==> config.mk <==
export PLATFORM = sky130hd
export DESIGN_NAME = codec_chan_ctrl
export DESIGN_NICKNAME = d
export VERILOG_FILES = /design/src/common/codec_ctrl_pkg.sv /design/src/hdl/chan_start_seq.sv /design/src/hdl/codec_chan_ctrl.sv /design/src/hdl/pin_sync.sv
export SDC_FILE = /design/constraint.sdc
export NUM_CORES = 1
export LEC_CHECK = 0
export CAP_MARGIN = 20
export CELL_PAD_IN_SITES_DETAIL_PLACEMENT = 1
export CELL_PAD_IN_SITES_GLOBAL_PLACEMENT = 1
export CORE_ASPECT_RATIO = 0.9
export CORE_UTILIZATION = 35
export DETAILED_ROUTE_END_ITERATION = 7
export DONT_BUFFER_PORTS = 1
export PLACE_DENSITY_LB_ADDON = 0.1
export SLEW_MARGIN = 20
export SYNTH_ARGS = -nofsm -noshare
export SYNTH_HDL_FRONTEND = slang
export SYNTH_SLANG_ARGS = --single-unit
==> constraint.sdc <==
create_clock -name mclk -period 5.11 [get_ports mclk]
set_clock_uncertainty 0.2 [all_clocks]
set_input_delay 0.7665 -clock mclk [delete_from_list [all_inputs] [get_ports mclk]]
set_output_delay 0.7665 -clock mclk [all_outputs]
set_load 0.01 [all_outputs]
==> src/common/codec_ctrl_pkg.sv <==
// package: register map, field layouts and start-up counts for the channel control block
package codec_ctrl_pkg;
    localparam int          ADDR_W      = 5;
    localparam int          DATA_W      = 16;
    // register offsets (word index on the control port)
    localparam logic [4:0]  OFS_MIX     = 5'h03;
    localparam logic [4:0]  OFS_DAC1LVL = 5'h09;
    localparam logic [4:0]  OFS_DAC2LVL = 5'h0a;
    localparam logic [4:0]  OFS_FMT     = 5'h1a;
    localparam logic [4:0]  OFS_PWR     = 5'h1b;
    localparam logic [4:0]  OFS_STAT    = 5'h1f;
    // reset values and writable-bit masks
    localparam logic [15:0] PWR_RESET   = 16'h00c0;
    localparam logic [15:0] PWR_MASK    = 16'h93d3;
    localparam logic [15:0] FMT_RESET   = 16'h0000;
    localparam logic [15:0] FMT_MASK    = 16'h001f;
    // sample coding selections
    localparam logic [1:0]  FMT_U8      = 2'h0;
    localparam logic [1:0]  FMT_S16     = 2'h1;
    localparam logic [1:0]  FMT_ULAW    = 2'h2;
    localparam logic [1:0]  FMT_ALAW    = 2'h3;
    // start-up sequencing
    localparam logic [2:0]  START_EDGES = 3'h6;
    localparam logic [2:0]  FILL_WORDS  = 3'h4;

    typedef struct packed {
        logic       resource_sharing;
        logic [1:0] rsv13;
        logic       dac_mix_enable;
        logic [1:0] rsv10;
        logic       second_dac_enable;
        logic       first_dac_enable;
        logic       analog_enable;
        logic       headphone_enable;
        logic       rsv5;
        logic       analog_mix_enable;
        logic [1:0] rsv2;
        logic       right_adc_enable;
        logic       left_adc_enable;
    } power_word_t;

    typedef struct packed {
        logic [10:0] rsv5;
        logic        adc_pair_lock;
        logic [1:0]  left_adc_format;
        logic [1:0]  right_adc_format;
    } fmt_word_t;

    typedef struct packed {
        logic        valid;
        logic [15:0] data;
    } sample_t;

    typedef struct packed {
        logic        wr;
        logic        rd;
        logic [4:0]  addr;
        logic [15:0] wdata;
    } reg_req_t;
endpackage : codec_ctrl_pkg

==> src/hdl/chan_start_seq.sv <==
// module: per-channel start sequencer, frame-sync edge count then conversion-clock start
`timescale 1ns/100ps
module chan_start_seq
    import codec_ctrl_pkg::*;
(
    input  wire logic mclk,
    input  wire logic reset,
    input  wire logic enable,
    input  wire logic fs_rise,
    input  wire logic conversion_clock_rise,
    output logic      running
);
    typedef enum logic [3:0] {
        S_IDLE  = 4'b0001,
        S_COUNT = 4'b0010,
        S_ARMED = 4'b0100,
        S_RUN   = 4'b1000
    } seq_state_t;

    seq_state_t state_ff;
    seq_state_t nxt_state;
    logic [2:0] cnt_ff;
    logic [2:0] nxt_cnt;

    // edges counted from the enable; same-frame enables meet the same edge
    always_comb begin
        nxt_state = state_ff;
        nxt_cnt   = cnt_ff;
        case (state_ff)
            S_IDLE: begin
                nxt_cnt = 3'h0;
                if (enable) nxt_state = S_COUNT;
            end
            S_COUNT: begin
                if (fs_rise) nxt_cnt = cnt_ff + 3'h1;
                if (fs_rise && (cnt_ff + 3'h1 == START_EDGES)) nxt_state = S_ARMED;
            end
            S_ARMED: begin
                if (conversion_clock_rise) nxt_state = S_RUN;
            end
            S_RUN:   nxt_state = S_RUN;
            default: nxt_state = S_IDLE;
        endcase
        if (!enable) nxt_state = S_IDLE;
    end

    always_ff @(posedge mclk) begin
        if (reset) begin
            state_ff <= S_IDLE;
            cnt_ff   <= 3'h0;
        end else begin
            state_ff <= nxt_state;
            cnt_ff   <= nxt_cnt;
        end
    end

    assign running = (state_ff == S_RUN);
endmodule : chan_start_seq

==> src/hdl/codec_chan_ctrl.sv <==
// module: channel power, ADC format and pair-lock control for the serial codec
//
// Behaviour
// - pair lock on: left and right samples go out together only when both ready.
// - pair lock off: each sample goes out on its own at the next frame-sync edge.
// - right ADC samples coded per right format: u8, s16, mu-law, A-law.
// - left ADC samples coded per left format, same four codings.
// - format word resets to zero and is held while reset or power-down pin low.
// - resource sharing bit lends idle channel resources to enabled channels; here the bit is only stored and shown on power_active.
// - mix disabled holds register 3 at default, ignoring writes.
// - clearing a DAC enable stops its sample requests at once.
// - setting a DAC enable resumes requests from the next frame.
// - conversion starts at first conversion edge after sixth frame-sync edge.
// - channels enabled in one frame start on the same conversion edge.
// - each DAC fills its four-word buffer before converting.
// - DAC2 disabled holds level register 10 at default.
// - DAC1 disabled holds level register 9 at default.
// - power word bit positions for all enable fields.
// - ADC disable stops output after current frame; enable starts after six syncs.
// - power word resets to 00c0, held under pins low or global power-down.
//
// The implementer's own choice: the address-and-strobe port.
`timescale 1ns/100ps
module codec_chan_ctrl
    import codec_ctrl_pkg::*;
#(
    parameter logic [15:0] MIX_DEFAULT  = 16'h0000,
    parameter logic [15:0] DAC1_DEFAULT = 16'h0000,
    parameter logic [15:0] DAC2_DEFAULT = 16'h0000
) (
    input  wire logic        mclk,
    input  wire logic        reset,
    input  wire reg_req_t    reg_req,
    output logic      [15:0] reg_rdata,
    input  wire logic        reset_pin_n,
    input  wire logic        power_down_pin_n,
    input  wire logic        conversion_clock_pdn_status,
    input  wire logic        frame_sync_pin,
    input  wire logic        conversion_clock,
    input  wire sample_t     adc_left_in,
    input  wire sample_t     adc_right_in,
    input  wire logic [1:0]  dac_word_valid,
    output sample_t          adc_left_tx,
    output sample_t          adc_right_tx,
    output logic      [1:0]  dac_request,
    output logic      [1:0]  dac_convert,
    output logic      [1:0]  adc_sampling,
    output power_word_t      power_active,
    output logic      [15:0] mix_level,
    output logic      [15:0] dac1_level,
    output logic      [15:0] dac2_level
);
    // pins: 0 reset, 1 power-down, 2 frame sync, 3 conversion clock
    logic [3:0]  pin_lvl;
    logic [3:0]  pin_rise;
    logic        fs_rise;
    logic        conversion_clock_rise;
    logic        hold_all;
    logic        pwr_hold;

    power_word_t pwr_ff;
    power_word_t act_ff;
    power_word_t nxt_act;
    fmt_word_t   fmt_ff;
    fmt_word_t   fmt_act_ff;
    logic [15:0] mix_ff;
    logic [15:0] dac1_ff;
    logic [15:0] dac2_ff;
    logic [15:0] rdata_ff;
    logic [2:0]  fill_ff [2];
    logic [3:0]  run;
    logic        lpend_ff;
    logic        rpend_ff;
    logic [15:0] ldata_ff;
    logic [15:0] rdata_s_ff;
    sample_t     ltx_ff;
    sample_t     rtx_ff;

    pin_sync #(.W(4)) u_sync (
        .mclk  (mclk),
        .reset (reset),
        .pin   ({conversion_clock, frame_sync_pin, power_down_pin_n, reset_pin_n}),
        .level (pin_lvl),
        .rise  (pin_rise)
    );

    assign fs_rise   = pin_rise[2];
    assign conversion_clock_rise = pin_rise[3];
    assign hold_all  = ~pin_lvl[0] | ~pin_lvl[1];
    assign pwr_hold  = hold_all | conversion_clock_pdn_status;

    // compand or reformat one 16-bit converter sample
    function automatic logic [15:0] encode_sample(input logic [1:0] fmt, input logic [15:0] x);
        logic        sgn;
        logic [15:0] mag;
        logic [15:0] b;
        logic [2:0]  ex;
        logic [15:0] m;
        logic [7:0]  c;
        sgn = x[15];
        mag = sgn ? (~x + 16'h0001) : x;
        ex  = 3'h0;
        c   = 8'h00;
        if (fmt == FMT_ULAW) begin
            b = mag >> 2;
            if (b > 16'h1fde) b = 16'h1fde;                        // clip before bias
            b = b + 16'h0021;
            for (int i = 0; i < 8; i++) if (b[i+5]) ex = 3'(i);
            m = b >> ({1'b0, ex} + 4'h1);                          // segment 7 shifts by 8
            c = ~{sgn, ex, m[3:0]};
        end else begin
            b = mag >> 3;
            if (b > 16'h0fff) b = 16'h0fff;
            for (int i = 5; i < 12; i++) if (b[i]) ex = 3'(i - 4);
            m = b >> ((ex == 3'h0) ? 3'h1 : ex);
            c = {~sgn, ex, m[3:0]} ^ 8'h55;
        end
        case (fmt)
            FMT_U8:   return {8'h00, x[15:8] ^ 8'h80};
            FMT_S16:  return x;
            default:  return {8'h00, c};
        endcase
    endfunction : encode_sample

    // write decode
    wire wr_pwr  = reg_req.wr && (reg_req.addr == OFS_PWR);
    wire wr_fmt  = reg_req.wr && (reg_req.addr == OFS_FMT);
    wire wr_mix  = reg_req.wr && (reg_req.addr == OFS_MIX);
    wire wr_dac1 = reg_req.wr && (reg_req.addr == OFS_DAC1LVL);
    wire wr_dac2 = reg_req.wr && (reg_req.addr == OFS_DAC2LVL);

    // reserved bits always read zero whatever the host writes
    wire [15:0] status_word = {4'h0, fill_ff[1], fill_ff[0], run, rpend_ff, lpend_ff};
    wire [15:0] rd_sel =
        (reg_req.addr == OFS_PWR)     ? pwr_ff  :
        (reg_req.addr == OFS_FMT)     ? fmt_ff  :
        (reg_req.addr == OFS_MIX)     ? mix_ff  :
        (reg_req.addr == OFS_DAC1LVL) ? dac1_ff :
        (reg_req.addr == OFS_DAC2LVL) ? dac2_ff :
        (reg_req.addr == OFS_STAT)    ? status_word : 16'h0000;

    // software-visible words with their hold conditions
    always_ff @(posedge mclk) begin
        if (reset || pwr_hold) pwr_ff <= PWR_RESET;
        else if (wr_pwr) pwr_ff <= reg_req.wdata & PWR_MASK;
        if (reset || hold_all) fmt_ff <= FMT_RESET;
        else if (wr_fmt) fmt_ff <= reg_req.wdata & FMT_MASK;
    end

    // level registers cleared while their path is powered down
    always_ff @(posedge mclk) begin
        if (reset || !pwr_ff.dac_mix_enable) mix_ff <= MIX_DEFAULT;
        else if (wr_mix) mix_ff <= reg_req.wdata;
        if (reset || !pwr_ff.first_dac_enable) dac1_ff <= DAC1_DEFAULT;
        else if (wr_dac1) dac1_ff <= reg_req.wdata;
        if (reset || !pwr_ff.second_dac_enable) dac2_ff <= DAC2_DEFAULT;
        else if (wr_dac2) dac2_ff <= reg_req.wdata;
    end

    always_ff @(posedge mclk) begin
        if (reset) rdata_ff <= 16'h0000;
        else if (reg_req.rd) rdata_ff <= rd_sel;
    end

    // settings move to the active copy on frame edges; DAC disables act at once
    always_comb begin
        nxt_act = fs_rise ? pwr_ff : act_ff;
        nxt_act.first_dac_enable  = nxt_act.first_dac_enable & pwr_ff.first_dac_enable;
        nxt_act.second_dac_enable = nxt_act.second_dac_enable & pwr_ff.second_dac_enable;
    end

    always_ff @(posedge mclk) begin
        if (reset) begin
            act_ff     <= PWR_RESET;
            fmt_act_ff <= FMT_RESET;
        end else begin
            act_ff <= nxt_act;
            if (fs_rise) fmt_act_ff <= fmt_ff;
        end
    end

    // one sequencer per channel: 0 DAC1, 1 DAC2, 2 left ADC, 3 right ADC
    // adc sequencers keep running until the frame edge applies a disable
    wire [3:0] seq_en = {pwr_ff.right_adc_enable | act_ff.right_adc_enable,
                         pwr_ff.left_adc_enable | act_ff.left_adc_enable,
                         pwr_ff.second_dac_enable, pwr_ff.first_dac_enable};
    for (genvar g = 0; g < 4; g++) begin : g_seq
        chan_start_seq u_seq (
            .mclk      (mclk),
            .reset     (reset),
            .enable    (seq_en[g]),
            .fs_rise   (fs_rise),
            .conversion_clock_rise (conversion_clock_rise),
            .running   (run[g])
        );
    end

    // DAC buffer fill during start-up, saturating at four words
    for (genvar d = 0; d < 2; d++) begin : g_fill
        always_ff @(posedge mclk) begin
            if (reset || !seq_en[d]) fill_ff[d] <= 3'h0;
            else if (dac_word_valid[d] && fill_ff[d] != FILL_WORDS)
                fill_ff[d] <= fill_ff[d] + 3'h1;
        end
        assign dac_convert[d] = run[d] && (fill_ff[d] == FILL_WORDS);
    end

    assign dac_request  = {act_ff.second_dac_enable, act_ff.first_dac_enable};
    assign adc_sampling = {run[3] & act_ff.right_adc_enable,
                           run[2] & act_ff.left_adc_enable};

    // frame-time release of pending ADC samples
    wire lock   = fmt_act_ff.adc_pair_lock;
    wire send_l = fs_rise && lpend_ff && (!lock || rpend_ff);
    wire send_r = fs_rise && rpend_ff && (!lock || lpend_ff);
    wire cap_l  = adc_left_in.valid && adc_sampling[0];
    wire cap_r  = adc_right_in.valid && adc_sampling[1];

    // a new sample in the send cycle stays pending, so it is not lost
    always_ff @(posedge mclk) begin
        if (reset || !adc_sampling[0]) lpend_ff <= 1'b0;
        else if (cap_l) lpend_ff <= 1'b1;
        else if (send_l) lpend_ff <= 1'b0;
        if (reset || !adc_sampling[1]) rpend_ff <= 1'b0;
        else if (cap_r) rpend_ff <= 1'b1;
        else if (send_r) rpend_ff <= 1'b0;
    end

    always_ff @(posedge mclk) begin
        if (cap_l) ldata_ff <= adc_left_in.data;
        if (cap_r) rdata_s_ff <= adc_right_in.data;
    end

    always_ff @(posedge mclk) begin
        if (reset) begin
            ltx_ff <= '0;
            rtx_ff <= '0;
        end else begin
            ltx_ff <= {send_l, encode_sample(fmt_act_ff.left_adc_format, ldata_ff)};
            rtx_ff <= {send_r, encode_sample(fmt_act_ff.right_adc_format, rdata_s_ff)};
        end
    end

    assign adc_left_tx  = ltx_ff;
    assign adc_right_tx = rtx_ff;
    assign reg_rdata    = rdata_ff;
    assign power_active = act_ff;
    assign mix_level    = mix_ff;
    assign dac1_level   = dac1_ff;
    assign dac2_level   = dac2_ff;
endmodule : codec_chan_ctrl

==> src/hdl/pin_sync.sv <==
// module: two-flop synchroniser with rising-edge detect for a group of pins
`timescale 1ns/100ps
module pin_sync #(
    parameter int W = 4
) (
    input  wire logic         mclk,
    input  wire logic         reset,
    input  wire logic [W-1:0] pin,
    output logic      [W-1:0] level,
    output logic      [W-1:0] rise
);
    logic [W-1:0] meta_ff;
    logic [W-1:0] sync_ff;
    logic [W-1:0] last_ff;

    // elaboration check: an empty pin group cannot be served
    if (W < 1) begin : g_bad_w
        $error("pin_sync: W must be at least 1");
    end

    // meta_ff feeds only sync_ff
    always_ff @(posedge mclk) begin
        if (reset) begin
            meta_ff <= '0;
            sync_ff <= '0;
            last_ff <= '0;
        end else begin
            meta_ff <= pin;
            sync_ff <= meta_ff;
            last_ff <= sync_ff;
        end
    end

    assign level = sync_ff;
    assign rise  = sync_ff & ~last_ff;
endmodule : pin_sync
==> run_results.csv <==
group,metric,value,unit
run_status,status,"finished clean",
setup_path,cp.arrival,5200,ps
yosys,synth_edf_count,38,
die,core_area,33950,um^2
yosys,synthArstFlopShare,0,
sta,period_share,0.9732,
clock_tree,cts.clk_slew.worst_paths,60,ps
clock_tree,clockBufferDepth,3,
clock_tree,clockRootBuffer,"clkbuf_16",
setup_path,crit_path_start_kind,"flop",
power,power.density,249.3,nW/um^2
global_routing,grt_pass1_vias,11270,
placed_design,dp_slack,-110.9,ps
layout,final_cells,1998,
global_routing,grt.total_usage,0.2424,
sta,setup_viol,0,
layout,nNetsFinal,1597,
die,dieWidth,197.8,um
sta,tightest_slew,1043,ps
setup_path,setup.worst_path.end_class,"flop",
sta,fin_ws,136.9,ps
global_routing,antenna_found_initial,1,
yosys,netlist_area,12080,um^2
power,swShare,0.2246,
clock_tree,hold_buffers,0,
placed_design,io_buffers,0,
layout,postLayoutCoreUtil,0.4098,
power,internal-power,2.690,mW
setup_path,crit_required,5340,ps
power,power_frac_seq,0.480,
sta,slew_headroom,0.3020,
yosys,yosysWarningCount,0,
yosys,synth_cells,1494,
detailed_routing,wl,43520,um
setup_path,crit_slowest_cell,"or4_4",
power,power_frac_clock,0.507,
clock_tree,htreeDepth,1,
global_routing,grt_max_degree,78,
power,leakage,4.834,nW
global_routing,grt_remaining_overflow,0,
die,rows,64,
die,fp.dieH,178.3,um
clock_tree,clock_sinks,204,
setup_path,critical_path_peak_fanout,5,
placed_design,globalplace.congestion,0.8851,
detailed_routing,first_iter_violations,607,
power,power_switching,0.7792,mW
placed_design,dp_hpwl,32130,um
detailed_routing,drt_first_pass_iters,5,
worst_hold_path,hold_path.class,"in2reg",
sta,rsz0062_at_grt,"yes",
clock_tree,cts_inserted_buffers,25,
sta,drv_slew,0,
setup_path,critPathMaxStageDelay,560,ps
power,p_comb_frac,0.013,
layout,synthToLayoutAreaGrowth,15.15,%
yosys,ys_seq_elements,204,
job,drv_cap,0,
sta,hold_viol,0,
layout,num_antenna_cells,0,
yosys,synth.avg_cell_area,8.087,um^2
yosys,ys.flop_type,"dfxtp_1",
power,peakVddDrop,0.2301,mV
global_routing,grt_pass1_wl,66510,um
detailed_routing,drcViolationCount,0,
detailed_routing,num_vias,11390,
setup_path,crit_chain,"or4_4 -> o41a_1 -> a2111oi_4 -> o221ai_2 -> buf_4 -> o211ai_1 -> inv_1 -> ha_4 -> inv_4 -> buf_6 -> nor2_1 -> o311a_1 -> o2bb2ai_4 -> nor2b_4 -> a31oi_4 -> mux2i_2 -> a2111oi_2 -> o22ai_1",
layout,drive_above_1_share,0.1432,
detailed_routing,postRouteAntennaNets,0,
clock_tree,cts_tree,"built",
clock_tree,clk_latency,570,ps
detailed_routing,viasPerCell,5.700,
die,pin_count,186,
die,die_area,35270,um^2
die,start_util,0.3558,
yosys,yosysSeqAreaShare,0.3695,
yosys,yosysUniqueCellTypes,99,
setup_path,path_class,"reg2reg",
placed_design,dp_cells,1934,
detailed_routing,wire_per_inst,21.78,um
sta,period_needed,4973,ps
sta,max_freq,201.1,MHz
-- worst paths after layout --
path	from	end	slack, ps	depth (start not counted)
setup reg to reg	ldata_ff[9]$_DFFE_PP_	adc_left_tx[2]$_SDFF_PP0_	140	18
hold / removal	reset	power_active[1]$_SDFFE_PP0P_	80	1
setup / recovery	ldata_ff[9]$_DFFE_PP_	adc_left_tx[2]$_SDFF_PP0_	140	18
hold reg to reg	u_sync.meta_ff[2]$_SDFF_PP0_	u_sync.level[2]$_SDFF_PP0_	250	1
-- per-layer routing --
layer  track usage  wire (um)  vias to the layer above
met1        0.3261      20140                     5589
met3       0.04916       2538                       66
met5             0          0                        -
met4       0.06266       1066                        0
met2        0.3941      19780                      287
li1              -          -                     5447
-- placed cells by master, fill, tap and decap left out, types with 7 or more instances in the layout --
master     count
inv_1         34
nand2_1      241
o31ai_1       17
nand4_1       12
a31oi_1       15
a21oi_1      117
clkbuf_16     25
nor4_1        13
xnor2_1       29
mux2i_1       35
nor3_1        34
nor2_1       119
or3_1         12
a211oi_1      17
mux2_2        11
o211ai_1      11
a311oi_1      18
a2111oi_0      7
nand2b_1      24
nor2b_1       22
nand3_1       38
xor2_1        18
ha_1          13
and3_1        12
o22ai_1        7
dfxtp_1      166
a22oi_1       31
or4_1          8
or2_2         17
o21ai_0       71
buf_4         97
nand3b_1       9
conb_1         7
and2_1        22
edfxtp_1      38
o21ai_1        8
-- synthesized netlist by cell type (all sizes together) (9+ instances only) --
master   instances  area [um^2]
nor3            35        180.2
mux2            11        123.9
a2111oi         11        127.6
nand2          244        915.9
a22oi           31        232.7
and2            24        150.2
clkbuf          84        315.3
dfxtp          166         3323
and3            12        75.07
or2             19        118.9
edfxtp          38         1141
nand3           38        190.2
or3             13        81.33
o21ai           81        409.2
xor2            18        157.7
o211ai          11        82.58
nand2b          25        156.4
buf             25        170.2
a211oi          19        160.2
ha              14        175.2
inv             35        131.4
nand3b           9        67.56
o31ai           18        148.9
mux2i           37        370.4
a21oi          120        608.1
a31oi           16        115.1
nor4            17        127.6
xnor2           29        254.0
a311oi          19        172.7
nand4           12        75.07
or4             11        90.08
nor2           121        456.7
nor2b           24        150.1
-- power groups by stage --
stage	clock network [mW]	logic [mW]	registers (mW)
floorplan	0	0.0471	1.69
global placement	0	0.0447	1.70
detailed placement	0	0.0457	1.70
CTS	1.81	0.0460	1.67
global route	1.87	0.0502	1.67
finish	1.76	0.0455	1.67
-- worst max-delay path: cells and delay by family (launching register included) --
family                   cells  cell delay (ps)
buffers and inverters        4              460
adder cells (fa/ha/maj)      1              200
flip-flops                   1              400
multiplexers                 1              200
AO/OA/AOI/OAI                9             2570
AND/OR/NAND/NOR              3              830
-- cell families (layout without fill, tap and decap cells) --
logic type,after synthesis,in the layout,share of synthesized area
other,1,7,0.0003104
XOR/XNOR,47,47,0.03407
AND/OR/NAND/NOR,620,620,0.2459
adder cells (fa/ha/maj),14,14,0.01450
AO/OA/AOI/OAI,410,410,0.2342
flip-flops,204,204,0.3695
multiplexers,53,53,0.05023
buffers and inverters,145,181,0.05137
-- sequential cells by signal, indices dropped and copies added (netlist names), 7 cells and up --
signal,count
adc_left_tx,17
adc_right_tx,17
dac1_level,16
dac2_level,16
g_seq.u_seq.cnt_ff,12
g_seq.u_seq.state_ff,16
ldata_ff,16
mix_level,16
power_active,7
pwr_ff,9
rdata_s_ff,16
reg_rdata,16
-- through the flow --
step	setup TNS [ps]	power [mW]	hold slack [ps]	area, um^2
after floorplan	0	1.742	213.8	12120
after global placement	0	1.745	233.4	12840
after detailed placement	-206.3	1.746	233.5	12840
after CTS	0	3.519	62.92	13670
after global routing	-125.2	3.583	69.52	13910
final	0	3.469	83.44	13910
-- what timing repair did --
item,in CTS,in global routing
gates cloned,0,0
endpoints found under the setup margin,4,11
gates resized for setup,3,28
setup buffers,3,15
pin swaps,2,20
-- final cells by class --
| class | instances | area (um^2) |
|---|---|---|
| fill | 4091 | 20040 |
| timing repair buffer | 99 | 750.7 |
| sequential | 204 | 4464 |
| inverter | 36 | 137.6 |
| clock buffer | 35 | 713.2 |
| multi-input combinational | 1151 | 7176 |
| clock inverter | 11 | 92.59 |
| tap | 462 | 578.1 |
Note: power is estimated with default switching activity, not from simulation.
